File: config.mk
export PLATFORM = sky130hd
export DESIGN_NAME = prcg_top
export DESIGN_NICKNAME = d
export VERILOG_FILES = /design/src/hw/prcg_pkg.sv /design/src/hw/prcg_regbus_if.sv /design/src/hw/prcg_apb_slave.sv /design/src/hw/prcg_mask_reg.sv /design/src/hw/prcg_top.sv
export SDC_FILE = /design/constraint.sdc
export NUM_CORES = 1
export LEC_CHECK = 0
export ABC_AREA = 1
export BUFFER_PORTS_ARGS = -buffer_cell sky130_fd_sc_hd__buf_2
export CAP_MARGIN = 20
export CORE_MARGIN = 5
export CORE_UTILIZATION = 41
export CTS_CLUSTER_SIZE = 25
export DETAILED_ROUTE_END_ITERATION = 10
export GPL_TIMING_DRIVEN = 0
export PLACE_DENSITY = 0.83
export SLEW_MARGIN = 10
export SYNTH_ARGS = -nofsm -noshare
export SYNTH_HDL_FRONTEND = slang
export SYNTH_SLANG_ARGS = --single-unit
File: constraint.sdc
create_clock -name mclk -period 1.6 [get_ports mclk]
set_input_delay 0.32 -clock mclk [delete_from_list [all_inputs] [get_ports mclk]]
set_output_delay 0.32 -clock mclk [all_outputs]
set_load 0.02 [all_outputs]
File: src/hw/prcg_pkg.sv
// package: offsets, field positions and reset values of the reset and clock gating block
package prcg_pkg;

  // register byte offsets
  localparam logic [11:0] RST2_OFFSET   = 12'h030;
  localparam logic [11:0] IOCLK_OFFSET  = 12'h034;
  localparam logic [11:0] AHBCLK_OFFSET = 12'h038;

  // second apb group reset field positions
  localparam int SECOND_CMP_RST_BIT = 22;
  localparam int FIRST_CMP_RST_BIT  = 21;
  localparam int CONVERTER_RST_BIT  = 20;
  localparam int TIMER17_RST_BIT    = 18;
  localparam int TIMER16_RST_BIT    = 17;
  localparam int TIMER14_RST_BIT    = 15;
  localparam int SERIAL1_RST_BIT    = 14;
  localparam int SPI_RST_BIT        = 12;
  localparam int ADV_TIMER_RST_BIT  = 11;
  localparam int SYSCFG_RST_BIT     = 0;

  // io port clock gate field positions
  localparam int PORT_F_BIT = 5;
  localparam int PORT_B_BIT = 1;
  localparam int PORT_A_BIT = 0;

  // ahb clock gate field positions
  localparam int CHECKSUM_BIT   = 12;
  localparam int RAM_KEEP_BIT   = 9;
  localparam int FLASH_KEEP_BIT = 8;
  localparam int DMA_BIT        = 0;

  // values after reset
  localparam logic [31:0] RST2_RESET   = 32'h0000_0000;
  localparam logic [31:0] IOCLK_RESET  = 32'h0000_0000;
  localparam logic [31:0] AHBCLK_RESET = 32'h0000_0300;

  // implemented bits, all others read zero
  localparam logic [31:0] RST2_MASK   = 32'h0076_d801;
  localparam logic [31:0] IOCLK_MASK  = 32'h0000_0023;
  localparam logic [31:0] AHBCLK_MASK = 32'h0000_1301;

endpackage

File: src/hw/prcg_regbus_if.sv
// interface: register access path between bus slave and register file
`timescale 1ns/1ps
interface prcg_regbus_if #(parameter int ADDR_W = 12);
  logic [ADDR_W-1:0] addr;
  logic              wrEn;
  logic [31:0]       wdata;
  logic [3:0]        wstrb;
  logic [31:0]       rdata;
  logic              hit;

  modport apb
  (
    output addr, wrEn, wdata, wstrb,
    input  rdata, hit
  );
  modport regs
  (
    input  addr, wrEn, wdata, wstrb,
    output rdata, hit
  );
endinterface

File: src/hw/prcg_apb_slave.sv
// module: apb slave front end, zero wait states
`timescale 1ns/1ps
module prcg_apb_slave
  import prcg_pkg::*;
#(
  parameter int ADDR_W = 12
)
(
  // clock and reset
  input  wire logic              mclk,
  input  wire logic              rst,
  // apb
  input  wire logic              psel,
  input  wire logic              penable,
  input  wire logic              pwrite,
  input  wire logic [ADDR_W-1:0] paddr,
  input  wire logic [31:0]       pwdata,
  input  wire logic [3:0]        pstrb,
  output      logic [31:0]       prdata,
  output      logic              pready,
  output      logic              pslverr,
  // register side
  prcg_regbus_if.apb             bus
);
  typedef struct packed {
    logic [31:0] rdata;
  } prcg_apb_s;

  prcg_apb_s st_q;
  prcg_apb_s st_d;

  assign bus.addr  = paddr;
  assign bus.wdata = pwdata;
  assign bus.wstrb = pstrb;
  // write lands at the access edge only
  assign bus.wrEn  = psel & penable & pwrite;
  assign pready    = 1'b1;
  assign pslverr   = psel & penable & ~bus.hit;
  assign prdata    = st_q.rdata;

  always_comb
  begin
    st_d = st_q;
    // read data caught in setup phase
    if (psel && !penable)
    begin
      st_d.rdata = pwrite ? 32'h0000_0000 : bus.rdata;
    end
  end

  always_ff @(posedge mclk)
  begin
    if (rst)
    begin
      st_q <= '0;
    end
    else
    begin
      st_q <= st_d;
    end
  end
endmodule

File: src/hw/prcg_mask_reg.sv
// module: 32-bit register with byte strobes and an implemented-bit mask
`timescale 1ns/1ps
module prcg_mask_reg
  import prcg_pkg::*;
#(
  parameter logic [31:0] RESET_VAL = 32'h0000_0000,
  parameter logic [31:0] MASK      = 32'hffff_ffff
)
(
  // clock and reset
  input  wire logic        mclk,
  input  wire logic        rst,
  // write port
  input  wire logic        wrEn,
  input  wire logic [31:0] wdata,
  input  wire logic [3:0]  wstrb,
  // contents
  output      logic [31:0] value,
  output      logic [31:0] nextValue
);
  typedef struct packed {
    logic [31:0] value;
  } prcg_reg_s;

  prcg_reg_s st_q;
  prcg_reg_s st_d;

  always_comb
  begin
    st_d = st_q;
    if (wrEn)
    begin
      for (int b = 0; b < 4; b++)
      begin
        if (wstrb[b])
        begin
          st_d.value[b*8 +: 8] = wdata[b*8 +: 8];
        end
      end
    end
    // reserved bits never hold a one
    st_d.value = st_d.value & MASK;
  end

  always_ff @(posedge mclk)
  begin
    if (rst)
    begin
      st_q.value <= RESET_VAL;
    end
    else
    begin
      st_q <= st_d;
    end
  end

  assign value     = st_q.value;
  assign nextValue = st_d.value;
endmodule

File: src/hw/prcg_top.sv
// module: peripheral reset and clock gating registers behind apb
// How it works
// - comparator and converter bits hold reset
// - timer, serial, spi, syscfg bits hold reset
// - reset and port registers clear on reset
// - port clock gates follow bits 5,1,0
// - checksum unit clock follows bit 12
// - dma unit clock follows bit 0
// - bit 9 keeps ram clock in sleep
// - bit 8 keeps flash clock in sleep
// - run mode keeps ram and flash clocked
// - ahb gate register resets to 0x300
//
// Chosen here: the APB slave port.
`timescale 1ns/1ps
module prcg_top
  import prcg_pkg::*;
#(
  parameter int ADDR_W = 12
)
(
  // clock and reset
  input  wire logic              mclk,
  input  wire logic              rst,
  // apb slave
  input  wire logic              psel,
  input  wire logic              penable,
  input  wire logic              pwrite,
  input  wire logic [ADDR_W-1:0] paddr,
  input  wire logic [31:0]       pwdata,
  input  wire logic [3:0]        pstrb,
  output      logic [31:0]       prdata,
  output      logic              pready,
  output      logic              pslverr,
  // power state
  input  wire logic              sleepMode,
  // peripheral reset requests
  output      logic              secondComparatorResetReq,
  output      logic              firstComparatorResetReq,
  output      logic              converterResetReq,
  output      logic              timerSeventeenResetReq,
  output      logic              timerSixteenResetReq,
  output      logic              timerFourteenResetReq,
  output      logic              firstSerialPortResetReq,
  output      logic              serialPeriphIfResetReq,
  output      logic              advancedTimerResetReq,
  output      logic              systemConfigResetReq,
  // clock enables
  output      logic              portFClockGate,
  output      logic              portBClockGate,
  output      logic              portAClockGate,
  output      logic              checksumUnitClockGate,
  output      logic              dmaUnitClockGate,
  output      logic              ramClockEn,
  output      logic              flashClockEn
);
  typedef struct packed {
    logic ramClockEn;
    logic flashClockEn;
  } prcg_top_s;

  prcg_top_s   st_q;
  prcg_top_s   st_d;
  logic [31:0] rst2Val;
  logic [31:0] ioVal;
  logic [31:0] ahbVal;
  logic [31:0] ahbNext;
  logic        selRst2;
  logic        selIo;
  logic        selAhb;

  prcg_regbus_if #(.ADDR_W(ADDR_W)) regBus ();

  prcg_apb_slave #(.ADDR_W(ADDR_W)) uApb
  (
    .mclk    (mclk),
    .rst     (rst),
    .psel    (psel),
    .penable (penable),
    .pwrite  (pwrite),
    .paddr   (paddr),
    .pwdata  (pwdata),
    .pstrb   (pstrb),
    .prdata  (prdata),
    .pready  (pready),
    .pslverr (pslverr),
    .bus     (regBus.apb)
  );

  // address decode
  assign selRst2 = (regBus.addr == RST2_OFFSET[ADDR_W-1:0]);
  assign selIo   = (regBus.addr == IOCLK_OFFSET[ADDR_W-1:0]);
  assign selAhb  = (regBus.addr == AHBCLK_OFFSET[ADDR_W-1:0]);
  assign regBus.hit = selRst2 | selIo | selAhb;

  // masked read mux, reserved bits zero
  always_comb
  begin
    regBus.rdata = 32'h0000_0000;
    if (selRst2)
    begin
      regBus.rdata = rst2Val;
    end
    else if (selIo)
    begin
      regBus.rdata = ioVal;
    end
    else if (selAhb)
    begin
      regBus.rdata = ahbVal;
    end
  end

  prcg_mask_reg #(.RESET_VAL(RST2_RESET), .MASK(RST2_MASK)) uRst2
  (
    .mclk      (mclk),
    .rst       (rst),
    .wrEn      (regBus.wrEn & selRst2),
    .wdata     (regBus.wdata),
    .wstrb     (regBus.wstrb),
    .value     (rst2Val),
    .nextValue ()
  );

  prcg_mask_reg #(.RESET_VAL(IOCLK_RESET), .MASK(IOCLK_MASK)) uIo
  (
    .mclk      (mclk),
    .rst       (rst),
    .wrEn      (regBus.wrEn & selIo),
    .wdata     (regBus.wdata),
    .wstrb     (regBus.wstrb),
    .value     (ioVal),
    .nextValue ()
  );

  prcg_mask_reg #(.RESET_VAL(AHBCLK_RESET), .MASK(AHBCLK_MASK)) uAhb
  (
    .mclk      (mclk),
    .rst       (rst),
    .wrEn      (regBus.wrEn & selAhb),
    .wdata     (regBus.wdata),
    .wstrb     (regBus.wstrb),
    .value     (ahbVal),
    .nextValue (ahbNext)
  );

  // reset requests straight from register flops
  assign secondComparatorResetReq = rst2Val[SECOND_CMP_RST_BIT];
  assign firstComparatorResetReq  = rst2Val[FIRST_CMP_RST_BIT];
  assign converterResetReq        = rst2Val[CONVERTER_RST_BIT];
  assign timerSeventeenResetReq   = rst2Val[TIMER17_RST_BIT];
  assign timerSixteenResetReq     = rst2Val[TIMER16_RST_BIT];
  assign timerFourteenResetReq    = rst2Val[TIMER14_RST_BIT];
  assign firstSerialPortResetReq  = rst2Val[SERIAL1_RST_BIT];
  assign serialPeriphIfResetReq   = rst2Val[SPI_RST_BIT];
  assign advancedTimerResetReq    = rst2Val[ADV_TIMER_RST_BIT];
  assign systemConfigResetReq     = rst2Val[SYSCFG_RST_BIT];

  // clock gates
  assign portFClockGate        = ioVal[PORT_F_BIT];
  assign portBClockGate        = ioVal[PORT_B_BIT];
  assign portAClockGate        = ioVal[PORT_A_BIT];
  assign checksumUnitClockGate = ahbVal[CHECKSUM_BIT];
  assign dmaUnitClockGate      = ahbVal[DMA_BIT];

  // memory clocks, gated only in sleep
  always_comb
  begin
    st_d = st_q;
    st_d.ramClockEn   = ~sleepMode | ahbNext[RAM_KEEP_BIT];
    st_d.flashClockEn = ~sleepMode | ahbNext[FLASH_KEEP_BIT];
  end

  always_ff @(posedge mclk)
  begin
    if (rst)
    begin
      st_q.ramClockEn   <= 1'b1;
      st_q.flashClockEn <= 1'b1;
    end
    else
    begin
      st_q <= st_d;
    end
  end

  assign ramClockEn   = st_q.ramClockEn;
  assign flashClockEn = st_q.flashClockEn;

  // checks
  logic wrRst2;
  logic wrIo;
  logic wrAhb;
  logic wrMiss;

  assign wrRst2 = psel & penable & pwrite & selRst2;
  assign wrIo   = psel & penable & pwrite & selIo;
  assign wrAhb  = psel & penable & pwrite & selAhb;
  assign wrMiss = psel & penable & pwrite & ~regBus.hit;
endmodule

### Word level (Yosys, flattened, before mapping)

Index checks and enable logic that the tools add are counted.

* bitwise logic cells: 12
* eq/ne operators: 3
* reduce and logical (&&, ||, !) cells: 8
* muxes and demuxes: 7

Operators by type and width (count)
* 2-to-1 mux 32 bit: 3
* == test 12 x 6 -> 1 bit (second input constant): 3
* 2-to-1 mux 13 bit: 1
* AND reduction 2 bit: 6
* 2-to-1 mux 10 bit: 1
* 2-to-1 mux 8 bit: 1
* AND 1 bit: 6
* bitwise OR 1 bit: 4
* 2-to-1 mux 2 bit: 1
* inverter 1 bit: 2
* logical AND 1 bit: 1
* zero test 1 bit: 1

* output and inout bits: 51
* word-level logic and storage cells: 42
* register bits: 102
* input port bits: 54

### Longest topological paths before layout

Gate-level depths: netlist of run 1.

* word-level depth: 5
* depth in mapped cells: 10
* gate-level depth less buffers: 10

### By module

From an unflattened synthesis of run 1, not the netlist that was laid out.

* cell total of the unflattened synthesis: 868
* area, all modules: 5250.0 um2

By module, submodules not included
* prcg_apb_slave: instances 1, cells each 326, seq. area each 640.6 um2, area each 1996.9 um2
* prcg_top: instances 1, cells each 242, seq. area each 40.0 um2, area each 1211.2 um2
* prcg_mask_reg at uRst2: instances 1, cells each 130, seq. area each 200.2 um2, area each 838.3 um2
* prcg_mask_reg at uAhb: instances 1, cells each 86, seq. area each 80.1 um2, area each 615.6 um2
* prcg_mask_reg at uIo: instances 1, cells each 84, seq. area each 60.1 um2, area each 588.1 um2

### Worst setup path after synthesis of run 1

OpenSTA, ideal clock, no wires.

* path kind: input-to-output
* from: in paddr[5]
* to: out pslverr
* path buffers: 0
* path slack: 50 ps
* cell stages on the path: 7
* required time: 1280 ps
* arrival: 1230 ps
* cell sequence: nand2_1 inv_1 nand2_1 nor2_4 nand2_1 inv_2 a211oi_1

* longest elaborated chain between the ends: 5
* elaborated cells between the ends (all ways): 7
* those cells by class: 3 x eq/ne; 4 x bitwise

RTL lines
* start, declared: RTL line prcg_top.sv:29 `input wire logic [ADDR_W-1:0] paddr,`
* == test 12 x 6 -> 1 bit (on tied branches): RTL line prcg_top.sv:91, prcg_top.sv:92
* bitwise OR 1 bit: RTL line prcg_top.sv:94 `assign regBus.hit = selRst2 | selIo | selAhb;`
* bitwise OR 1 bit *: RTL line prcg_top.sv:94
* inverter 1 bit *: RTL line prcg_apb_slave.sv:38 `assign pslverr = psel & penable & ~bus.hit;`
* AND 1 bit *: RTL line prcg_apb_slave.sv:38
* end, declared: RTL line prcg_top.sv:34 `output logic pslverr,`

Mark *: on every way between the ends. The rest lies on a longest branch, timed or not.

### Worst setup path in the final report of run 1

* from: in paddr[2]
* to: out pslverr

Same word-level chain as after synthesis.

==> implementation parameters, run 1 <==
Parameter                              Value

Synth
  Fraction of synthesized area in multiplexers ... 0%
  Synth area leaders ... dfxtp_1 43%, nand2_1 12%, buf_4 9.2%
  Primary flip-flop cell chosen by synthesis mapping ... dfxtp_1
  Register bit total from synthesis ... 33
  Yosys synthesis warning count ... 0
  Post-synthesis cell type with the largest combined area ... dfxtp_1
  Largest family of logic cells by synthesized area ... simple AND/OR/NAND/NOR gates
  Ranking of synthesized cells by instance count ... 49 x nand2_1, 33 x dfxtp_1, 26 x a21oi_1
  Area share of the largest cell type after synthesis ... 42.8%
  Area fraction in compound gates after synthesis ... about an eighth
  Post-synth EDFFs ... 0
  Syn Std Cell Area ... 1540 um2
  Number of library cell types mapped by synthesis ... 23
  Avg Synthesized Cell Area ... 7.28 um2
  Share of async-settable or async-resettable flops after synthesis ... 0%
  Synth Area in Simple Gates ... 29.6%
  Area share of fa/ha/maj cells after synthesis ... 0%
  Number of instances in the synthesized netlist ... ~210
  Post-synthesis share of cell area spent on xor and xnor gates ... 0%
  Count leader, synth ... nand2_1
  Sequential area share after synthesis ... 42.8%

STA
  Final Hold Viols ... 0
  Unrepaired setup endpoints after global routing ... no
  Post-layout worst setup margin ... approximately 0.09 ns
  Crit path time final ... 1.51 ns
  Final slew viol count ... 0
  Fmax ... 663 MHz
  Endpoints failing setup ... 0
  Period utilization ... 94.3%
  Worst Hold Margin ... between 0.2 and 0.25 ns
  Final setup skew ... 0.00212 ns
  Setup TNS ... 0 ns

Power and ir drop
  Net switching share of the total power ... between 20% and 30%
  Fraction of power consumed by sequential logic ... 45.2%
  IR Drop Worst-Case VDD ... 0.000653 V
  Power per Cell Area ... between 800 and 900 nW/um2
  Part of the power in combinational logic ... about 10%
  Static leakage ... 1.06 nW
  Post-layout power ... 1.81 mW
  Internal power summed over all cells ... 1.40 mW
  Switching component of the power ... about 410 uW
  Clock network power share ... 44.8%

Routing
  Routed WL per cell ... 11.4 um
  Vias after detailed routing ... 1578
  Vias per cell ... about 4.5
  Antenna-violating nets left ... 0
  Remaining DRCs ... 0
  DR iter-0 viols ... 47
  Router iterations before antenna repair ... 4
  Total wirelength of the detailed-routed design ... 3990 um

Die
  Top-level I/O count ... approximately 110
  Placeable core region ... about 3700 um2
  Chip Width ... 71.4 um
  Rows ... 22
  Chip Height ... roughly 71 um
  Effective utilization at floorplan ... roughly 42%
  Die ar. ... 5090 um2

Setup path
  Crit path capture type ... primary output
  Startpoint Class ... input port
  Required time of the critical path ... 1.28 ns
  Signal arrival time at the worst endpoint ... about 1.2 ns
  WS Path Type ... input port to primary output
  Worst Path Max Fanout ... 6

Global routing
  Global-route wire length before repair ... roughly 6500 um
  Total routing resource utilization after global routing ... 16.1%
  Initial antenna violation count ... 0
  Largest net degree at the start of global routing ... 11
  Total gr overflow ... 0
  Via count of the first global-routing pass ... 1406

Final layout
  Antenna diode count ... 0
  Sequential Area ... 661 um2
  Proportion of layout cells with a drive suffix above 1 ... between 30% and 40%
  Final cell count without fillers ... 351
  Final cell utilization of the core ... 58.1%
  Area of all placed cells without fillers ... 2130 um2
  Count of fill cells added during filler insertion ... between 300 and 400
  Combined area of the multi-input logic cells ... between 700 and 800 um2
  Post-layout net count ... 356
  Synth-to-Final Area Change ... 37.8%

Place
  Routability Congestion ... between 0.8 and 0.9
  Setup Slack @ Placement ... -0.0524 ns
  Count of input and output buffers ... between 60 and 70
  Half-perimeter wire length after placement ... approximately 3000 um
  Placed Instance Area ... 1990 um2
  Total placed cells including tap cells ... 342

CTS
  TritonCTS clock tree ... done
  H-tree depth reported by CTS ... 2
  Number of clock sinks ... 33
  Later-pin clock latency in the skew report ... 0.28 ns
  CTS Buffer Depth ... 2
  Root Buffer ... clkbuf_8
  Cts-stage hold buffer count ... 0
  Clk pin slew, worst setup/hold paths ... 0.07 ns
  Num CTS Buffers ... 5

Run
  Max-capacitance violation count ... 0

Status
  Status ... finished, final reports clean

Hold path
  Hold WC Path Type ... input port to flip-flop
## cell usage in the layout, fill, tap and decap left out
cell type / instances
a21boi_0: 1
nand4_1: 2
o21ai_0: 5
o21ai_1: 1
inv_2: 1
nor2_2: 2
clkbuf_1: 5
nand3_1: 20
nor3_1: 1
clkbuf_8: 6
nor2_1: 18
nand2_4: 1
buf_4: 21
clkinv_1: 1
nand2_1: 48
dfxtp_1: 33
conb_1: 19
bufinv_16: 1
buf_6: 1
nand2_2: 4
buf_2: 64
inv_1: 16
o211ai_1: 1
a211oi_2: 1
a21oi_1: 26
nor2_4: 4
## state kept, by name, summed over array words and instances, names as in the netlist
register      count
uAhb.value        4
uRst2.value      10
flashClockEn      1
uIo.value         3
uApb.prdata      14
ramClockEn        1
## cells by family (layout without fill, tap and decap cells)
| family | count (synthesis) | count (layout) |
|---|---|---|
| AOI/OAI and AO/OA | 35 | 35 |
| other | 2 | 19 |
| DFF | 33 | 33 |
| and+or+nand+nor | 100 | 100 |
| buffers and inverters | 42 | 116 |
## worst max-delay path, stage by stage
cell and delay (ns):
buf_2 0.11, inv_1 0.11, nand2_1 0.06, nor2_1 0.16, nand2_2 0.10, inv_2 0.12
a211oi_2 0.05, buf_4 0.16
## metal layers
| metal | part of all wire [%] | vias up | track usage [%] |
|---|---|---|---|
| met5 | 0 | - | 0 |
| met2 | 48 | 69 | 25.1 |
| met1 | 40 | 682 | 19.6 |
| met3 | 10 | 7 | 6.03 |
| li1 | - | 820 | - |
| met4 | 1.7 | 0 | 7.31 |
## power by group through the flow
stage / logic, mW / registers (mW) / clock network, mW
finish: 0.181 / 0.821 / 0.812
global placement: 0.175 / 0.840 / 0
detailed placement: 0.176 / 0.840 / 0
floorplan: 0.116 / 0.840 / 0
CTS: 0.177 / 0.821 / 0.828
global route: 0.200 / 0.821 / 0.861
## repair_timing
item                                    in CTS  in global routing
pin swaps                                    1                  0
resized for setup                            0                  3
endpoints found under the setup margin       1                  1
setup buffers                                1                  0
## layout make-up
cell class              instances  share of cell area [%]
clock inverters                 1                    1.41
clock buffers                   7                    4.06
well taps                      48                    2.82
multi-input cells             154                    33.8
repair buffers                 66                    15.8
inverters                      18                    3.18
plain buffers                  24                    7.94
flip-flops and latches         33                    31.1
## final timing paths
path / start / endpoint / slack (ns) / cells past startpoint
min reg2reg: uApb.prdata[9] / uApb.prdata[9] / 0.46 / 2
max reg2reg: uAhb.value[0] / uApb.prdata[0] / 0.67 / 5
max: paddr[2] / pslverr / 0.09 / 8
min: sleepMode / ramClockEn / 0.24 / 2
(Power assumes the default switching activity.)
==> inputs of run 2 (changes only) <==
--- a/config.mk
+++ b/config.mk
@@ -5,15 +5,17 @@
 export SDC_FILE = /design/constraint.sdc
 export NUM_CORES = 1
 export LEC_CHECK = 0
-export ABC_AREA = 1
+export ABC_AREA = 0
 export BUFFER_PORTS_ARGS = -buffer_cell sky130_fd_sc_hd__buf_2
 export CAP_MARGIN = 20
+export CORE_ASPECT_RATIO = 0.6
 export CORE_MARGIN = 5
 export CORE_UTILIZATION = 41
 export CTS_CLUSTER_SIZE = 25
 export DETAILED_ROUTE_END_ITERATION = 10
 export GPL_TIMING_DRIVEN = 0
 export PLACE_DENSITY = 0.83
+export SKIP_CTS_REPAIR_TIMING = 1
 export SLEW_MARGIN = 10
 export SYNTH_ARGS = -nofsm -noshare
 export SYNTH_HDL_FRONTEND = slang
==> run 2 against run 1 <==
Net effect: the flow now finishes with violations (negative setup slack); power rose by 0.84%; sequential power is essentially flat; largest cell class unchanged; wire length rose by 7.5%; clock skew is 0.0056 ns higher; die area is 2.8% higher; clock power down 0.5%; count of clock-buffer cells in the layout unchanged; critical path depth down 2; combinational power up 11%; flip-flop and latch count stayed put.
==> implementation parameters, run 2 <==
Parameter                              Value

Global routing
  Via count of the first global-routing pass ... 1435 (+2.1%)
  Total routing resource utilization after global routing ... 16.3% (+0.17 points)
  Largest net degree at the start of global routing ... 11 (unchanged)
  Total gr overflow ... 0 (unchanged)
  Initial antenna violation count ... 0 (unchanged)
  Global-route wire length before repair ... 6740 um (+4.4%)

Final layout
  Area of all placed cells without fillers ... 2170 um2 (+1.9%)
  Antenna diode count ... 0 (unchanged)
  Final cell utilization of the core ... 58.6% (+0.45 points)
  Post-layout net count ... 310 (-13%)
  Most frequent standard cell in the layout excluding fill and tap cells ... buf_2
  Most frequent cells in the layout ... 67 x buf_2, 33 x dfxtp_1, 21 x nand2b_1
  Final cell count without fillers ... 304 (-13%)
  Synth-to-Final Area Change ... 37.1%
  Max FFs per register ... 14 (unchanged)
  Proportion of layout cells with a drive suffix above 1 ... 40.9% (+5.9 points)

Place
  Routability Congestion ... 0.837 (-5.9%)
  Half-perimeter wire length after placement ... 3390 um (+12%)
  Setup Slack @ Placement ... -0.220 ns (-0.168 ns)
  Total placed cells including tap cells ... 295 (-14%)
  Placed Instance Area ... 2020 um2 (+1.5%)
  Count of input and output buffers ... 64 (-1.5%)

Synth
  Syn Std Cell Area ... 1580 um2 (+2.4%)
  Share of async-settable or async-resettable flops after synthesis ... 0% (unchanged)
  Number of library cell types mapped by synthesis ... 29 (+26%)
  Post-synth EDFFs ... 0 (unchanged)
  Avg Synthesized Cell Area ... 9.46 um2 (+30%)
  Yosys synthesis warning count ... 0 (unchanged)
  Primary flip-flop cell chosen by synthesis mapping ... dfxtp_1
  Post-synthesis cell type with the largest combined area ... dfxtp_1
  Area share of the largest cell type after synthesis ... 41.8% (-0.98 points)
  Ranking of synthesized cells by instance count ... 33 x dfxtp_1, 21 x nand2b_1, 19 x buf_4
  Register bit total from synthesis ... 33 (unchanged)
  Synth area leaders ... dfxtp_1 42%, buf_4 9.0%, nand2b_1 8.3%
  Sequential area share after synthesis ... 41.8% (-0.98 points)
  Number of instances in the synthesized netlist ... 167 (-21%)
  Count leader, synth ... dfxtp_1

Die
  Die ar. ... 5240 um2 (+2.8%)
  Rows ... 17 (-23%)
  Effective utilization at floorplan ... 42.7% (+0.52 points)
  Chip Width ... 90.2 um (+26%)
  Placeable core region ... 3700 um2 (+1.1%)
  Top-level I/O count ... 105 (unchanged)
  Chip Height ... 58.1 um (-19%)

Setup path
  Crit path capture type ... primary output
  CP Launch Point ... paddr[6]
  Startpoint Class ... input port
  Count of cells along the worst register-to-register path ... 4 (-1)
  WS Path Type ... input port to primary output
  Signal arrival time at the worst endpoint ... 1.33 ns (+0.14 ns)
  Startpoint of the lowest-slack register-to-register path ... uRst2.value[0]
  Worst Path Max Fanout ... 10 (+4)
  Required time of the critical path ... 1.28 ns (about the same)
  Slack of the worst reg-to-reg path ... 0.74 ns (+0.07 ns)
  Worst r2r dst ... uApb.prdata[0]

STA
  Final Hold Viols ... 0 (unchanged)
  Unrepaired setup endpoints after global routing ... yes
  Final setup skew ... 0.00775 ns (+0.00562 ns)
  Post-layout worst setup margin ... -0.0514 ns (-0.143 ns)
  Crit path time final ... 1.65 ns (+0.143 ns)
  Endpoints failing setup ... 1 (+1)
  Period utilization ... 103% (+9.0 points)
  Setup TNS ... -0.0514 ns (-0.0514 ns)
  Worst Hold Margin ... 0.293 ns (+0.0480 ns)
  Final slew viol count ... 0 (unchanged)
  Fmax ... 606 MHz (-8.7%)

Routing
  Vias per cell ... 4.80 (+6.8%)
  DR iter-0 viols ... 98 (+110%)
  Remaining DRCs ... 0 (unchanged)
  Vias after detailed routing ... 1459 (-7.5%)
  Routed WL per cell ... 14.1 um (+24%)
  Router iterations before antenna repair ... 4 (unchanged)
  Antenna-violating nets left ... 0 (unchanged)
  Total wirelength of the detailed-routed design ... 4290 um (+7.5%)

CTS
  CTS Buffer Depth ... 2 (unchanged)
  TritonCTS clock tree ... done
  Num CTS Buffers ... 5 (unchanged)
  Clk pin slew, worst setup/hold paths ... 0.07 ns (about the same)
  H-tree depth reported by CTS ... 2 (unchanged)
  Later-pin clock latency in the skew report ... 0.28 ns (about the same)
  Root Buffer ... clkbuf_8
  Number of clock sinks ... 33 (unchanged)

Status
  Status ... complete, but fails checks
  Violations in the final reports ... negative setup slack

Power and ir drop
  Post-layout power ... 1.83 mW (+0.84%)
  IR Drop Worst-Case VDD ... 0.000601 V (-8.0%)
  Power per Cell Area ... 844 nW/um2 (-1.0%)
  Static leakage ... 1.02 nW (-3.7%)

Hold path
  Hold WC Path Type ... input port to flip-flop
  Destination of the worst hold path ... uRst2.value[11]
  Worst Min Path Start ... pwdata[11]
  Hold Crit Depth ... 3 (+1)

Run
  Max-capacitance violation count ... 0 (unchanged)
==> run 2: cell count changes after synthesis, sizes merged, moves of 4 or more <==
cell,delta
a22o,+12
a21oi,-17
nand4,+9
mux2i,+11
nand2,-49
inv,-15
nand2b,+21
nand3,-16
buf,+4
nor2,-18
==> run 2: kinds of logic (layout without fill, tap and decap cells) <==
kind of cell / after synthesis / after routing / share of synthesized area (%)
compound gates: 31 / 31 / 13.1
buf+inv: 30 / 103 / 12.8
flops: 33 / 33 / 41.8
mux: 11 / 11 / 6.97
other cells: 2 / 19 / 0.475
simple gates: 60 / 60 / 24.9
==> run 2: critical path, stage by stage <==
cell	delay, ns
buf_2	0.10
and4bb_4	0.37
and3_1	0.18
buf_6	0.14
a21oi_1	0.06
buf_2	0.15
==> run 2: where the power goes <==
part / switching (mW) / internal, mW / leakage [nW] / total, mW
Combinational: 0.115 / 0.0865 / 0.701 / 0.201
Clock: 0.300 / 0.508 / 0.0585 / 0.808
Sequential: 0.00000690 / 0.821 / 0.266 / 0.821
==> run 2: worst max path at each step <==
stage                 endpoint  slack (ns)  depth (start not counted)
2_1_floorplan          pslverr        0.04                          4
3_3_place_gp   uApb.prdata[14]       -0.21                          5
3_5_place_dp   uApb.prdata[14]       -0.22                          5
4_1_cts                pslverr       -0.19                          6
5_1_grt                pslverr       -0.08                          6
6_report               pslverr       -0.05                          6
==> run 2: cell type report <==
type                            instances  area (um2)
Buffer                                 28         196
Clock inverter                          1        30.0
Inverter                                2        7.51
Timing Repair Buffer                   65         328
Tap cell                               47        58.8
Sequential cell                        33         661
Multi-Input combinational cell        121         800
Clock buffer                            7        86.3
Fill cell                             352        1530
==> run 2: layer usage <==
layer / track usage (%) / vias up / wire (um)
met1: 21.2 / 672 / 2020
met4: 2.55 / 0 / 21
met5: 0 / - / 0
met3: 7.52 / 5 / 299
met2: 25.3 / 45 / 1950
li1: - / 737 / -
==> inputs of run 3 (changes only) <==
--- a/config.mk
+++ b/config.mk
@@ -8,13 +8,14 @@
 export ABC_AREA = 0
 export BUFFER_PORTS_ARGS = -buffer_cell sky130_fd_sc_hd__buf_2
 export CAP_MARGIN = 20
-export CORE_ASPECT_RATIO = 0.6
+export CORE_ASPECT_RATIO = 1.25
 export CORE_MARGIN = 5
 export CORE_UTILIZATION = 41
 export CTS_CLUSTER_SIZE = 25
 export DETAILED_ROUTE_END_ITERATION = 10
 export GPL_TIMING_DRIVEN = 0
 export PLACE_DENSITY = 0.83
+export RECOVER_POWER = 25
 export SKIP_CTS_REPAIR_TIMING = 1
 export SLEW_MARGIN = 10
 export SYNTH_ARGS = -nofsm -noshare
==> constraint.sdc (replaced) <==
create_clock -name mclk -period 1.6 [get_ports mclk]
set_input_delay 0.08 -clock mclk [delete_from_list [all_inputs] [get_ports mclk]]
set_output_delay 0.08 -clock mclk [all_outputs]
set_load 0.02 [all_outputs]
==> run 3 against run 2 <==
Net effect: highest routed layer unchanged; largest cell class unchanged; sequential power barely moved; power down 11%; utilization down 3.1 points; count of clock-buffer cells in the layout unchanged; the run now ends clean.
==> implementation parameters, run 3 (same netlist as run 2, synthesis figures left out) <==
Parameter                              Value

Status
  Status ... finished, final reports clean

CTS
  Number of clock sinks ... 33 (unchanged)
  Root Buffer ... clkbuf_8
  Num CTS Buffers ... 5 (unchanged)
  Later-pin clock latency in the skew report ... 0.28 ns (about the same)
  CTS Buffer Depth ... 2 (unchanged)
  H-tree depth reported by CTS ... 2 (unchanged)
  Clk pin slew, worst setup/hold paths ... 0.06 ns (about the same)
  TritonCTS clock tree ... done

Die
  Chip Height ... 79.4 um (+37%)
  Chip Width ... 65.5 um (-27%)
  Effective utilization at floorplan ... 42.1% (-0.60 points)
  Placeable core region ... 3750 um2 (+1.4%)
  Rows ... 25 (+8)
  Top-level I/O count ... 105 (unchanged)
  Die ar. ... 5200 um2 (-0.63%)

Setup path
  Slack of the worst reg-to-reg path ... 0.75 ns (about the same)
  Signal arrival time at the worst endpoint ... 1.21 ns (-0.12 ns)
  Worst Path Max Fanout ... 10 (unchanged)
  Crit path capture type ... primary output
  Startpoint Class ... input port
  WS Path Type ... input port to primary output
  Required time of the critical path ... 1.52 ns (+0.24 ns)

STA
  Worst Hold Margin ... 0.0591 ns (-0.234 ns)
  Final setup skew ... 0.00208 ns (-0.00566 ns)
  Crit path time final ... 1.29 ns (-0.357 ns)
  Endpoints failing setup ... 0 (-1)
  Setup TNS ... 0 ns (+0.0514 ns)
  Period utilization ... 80.9% (-22 points)
  Fmax ... 773 MHz (+28%)
  Unrepaired setup endpoints after global routing ... no
  Final slew viol count ... 0 (unchanged)
  Final Hold Viols ... 0 (unchanged)
  Post-layout worst setup margin ... 0.306 ns (+0.357 ns)

Routing
  Antenna-violating nets left ... 0 (unchanged)
  Router iterations before antenna repair ... 4 (unchanged)
  Vias per cell ... 4.99 (+4.0%)
  DR iter-0 viols ... 33 (-66%)
  Routed WL per cell ... 13.7 um (-2.6%)
  Remaining DRCs ... 0 (unchanged)
  Vias after detailed routing ... 1472 (+0.89%)
  Total wirelength of the detailed-routed design ... 4050 um (-5.5%)

Global routing
  Total gr overflow ... 0 (unchanged)
  Initial antenna violation count ... 0 (unchanged)
  Global-route wire length before repair ... 6570 um (-2.6%)
  Via count of the first global-routing pass ... 1468 (+2.3%)
  Total routing resource utilization after global routing ... 16.1% (-0.10 points)
  Largest net degree at the start of global routing ... 11 (unchanged)

Place
  Count of input and output buffers ... 64 (unchanged)
  Setup Slack @ Placement ... 0.0366 ns (+0.257 ns)
  Routability Congestion ... 0.877 (+4.8%)
  Half-perimeter wire length after placement ... 3250 um (-4.0%)

Final layout
  Sequential Area ... 661 um2 (unchanged)
  Most frequent cells in the layout ... 51 x buf_2, 33 x dfxtp_1, 21 x clkbuf_1, 21 x nand2b_1
  Combined area of the multi-input logic cells ... 781 um2 (-2.3%)
  Proportion of layout cells with a drive suffix above 1 ... 32.5% (-8.3 points)
  Post-layout net count ... 309 (-0.32%)
  Count of fill cells added during filler insertion ... 369 (+4.8%)
  Most frequent standard cell in the layout excluding fill and tap cells ... buf_2
  Antenna diode count ... 0 (unchanged)
  Synth-to-Final Area Change ... 31.7%
  Max FFs per register ... 14 (unchanged)

Power and ir drop
  IR Drop Worst-Case VDD ... 0.000377 V (-37%)
  Static leakage ... 0.936 nW (-8.7%)
  Power per Cell Area ... 786 nW/um2 (-6.9%)

Hold path
  Hold WC Path Type ... input port to flip-flop

Run
  Max-capacitance violation count ... 0 (unchanged)
-- run 3: cell count changes in the layout (fill, tap and decap cells not counted), sizes merged --
cell	delta
buf	-17
bufinv	-1
clkbuf	+16
-- run 3: layer usage --
metal / track usage, % / part of all wire (%)
met1: 17.7 / 41
met5: 0 / 0
met4: 5.60 / 1.3
met2: 28.8 / 51
met3: 5.21 / 6.7
-- run 3: worst max-delay path, cell delays in order --
cell	delay [ns]
buf_2	0.11
nor4_4	0.40
and3_1	0.23
buf_6	0.14
a21oi_1	0.08
buf_2	0.16
-- run 3: area by class of cell --
class / instances / share of cell area [%]
multi-input combinational: 121 / 37.5
sequential: 33 / 31.7
timing repair buffer: 64 / 14.4
buffer: 28 / 9.38
clock buffer: 7 / 4.15
tap: 40 / 2.41
inverter: 2 / 0.361
-- run 3: where the power goes --
| part | switching (mW) | total [mW] | leakage (nW) | internal, mW |
|---|---|---|---|---|
| Sequential | 0.00000616 | 0.821 | 0.266 | 0.821 |
| Clock | 0.278 | 0.619 | 0.0443 | 0.341 |
| Combinational | 0.112 | 0.195 | 0.626 | 0.0837 |
| Total | 0.390 | 1.64 | 0.936 | 1.25 |
-- run 3: path summary, 6_finish.rpt --
path / start / endpoint / cells after the start
min reg2reg: uApb.prdata[0] / uApb.prdata[0] / 2
min: pwdata[22] / uRst2.value[22] / 3
max reg2reg: uIo.value[0] / uApb.prdata[0] / 4
max: paddr[9] / pslverr / 6
-- run 3: stage by stage --
step	area (um2)	utilization, %	instances	power, mW
finish	2080	55.4	295	1.64
global route	2080	55.4	295	1.70
CTS	2100	56.0	295	1.65
detailed placement	2010	53.7	288	1.03
global placement	2010	53.7	288	1.03
floorplan	1640	-	184	0.968
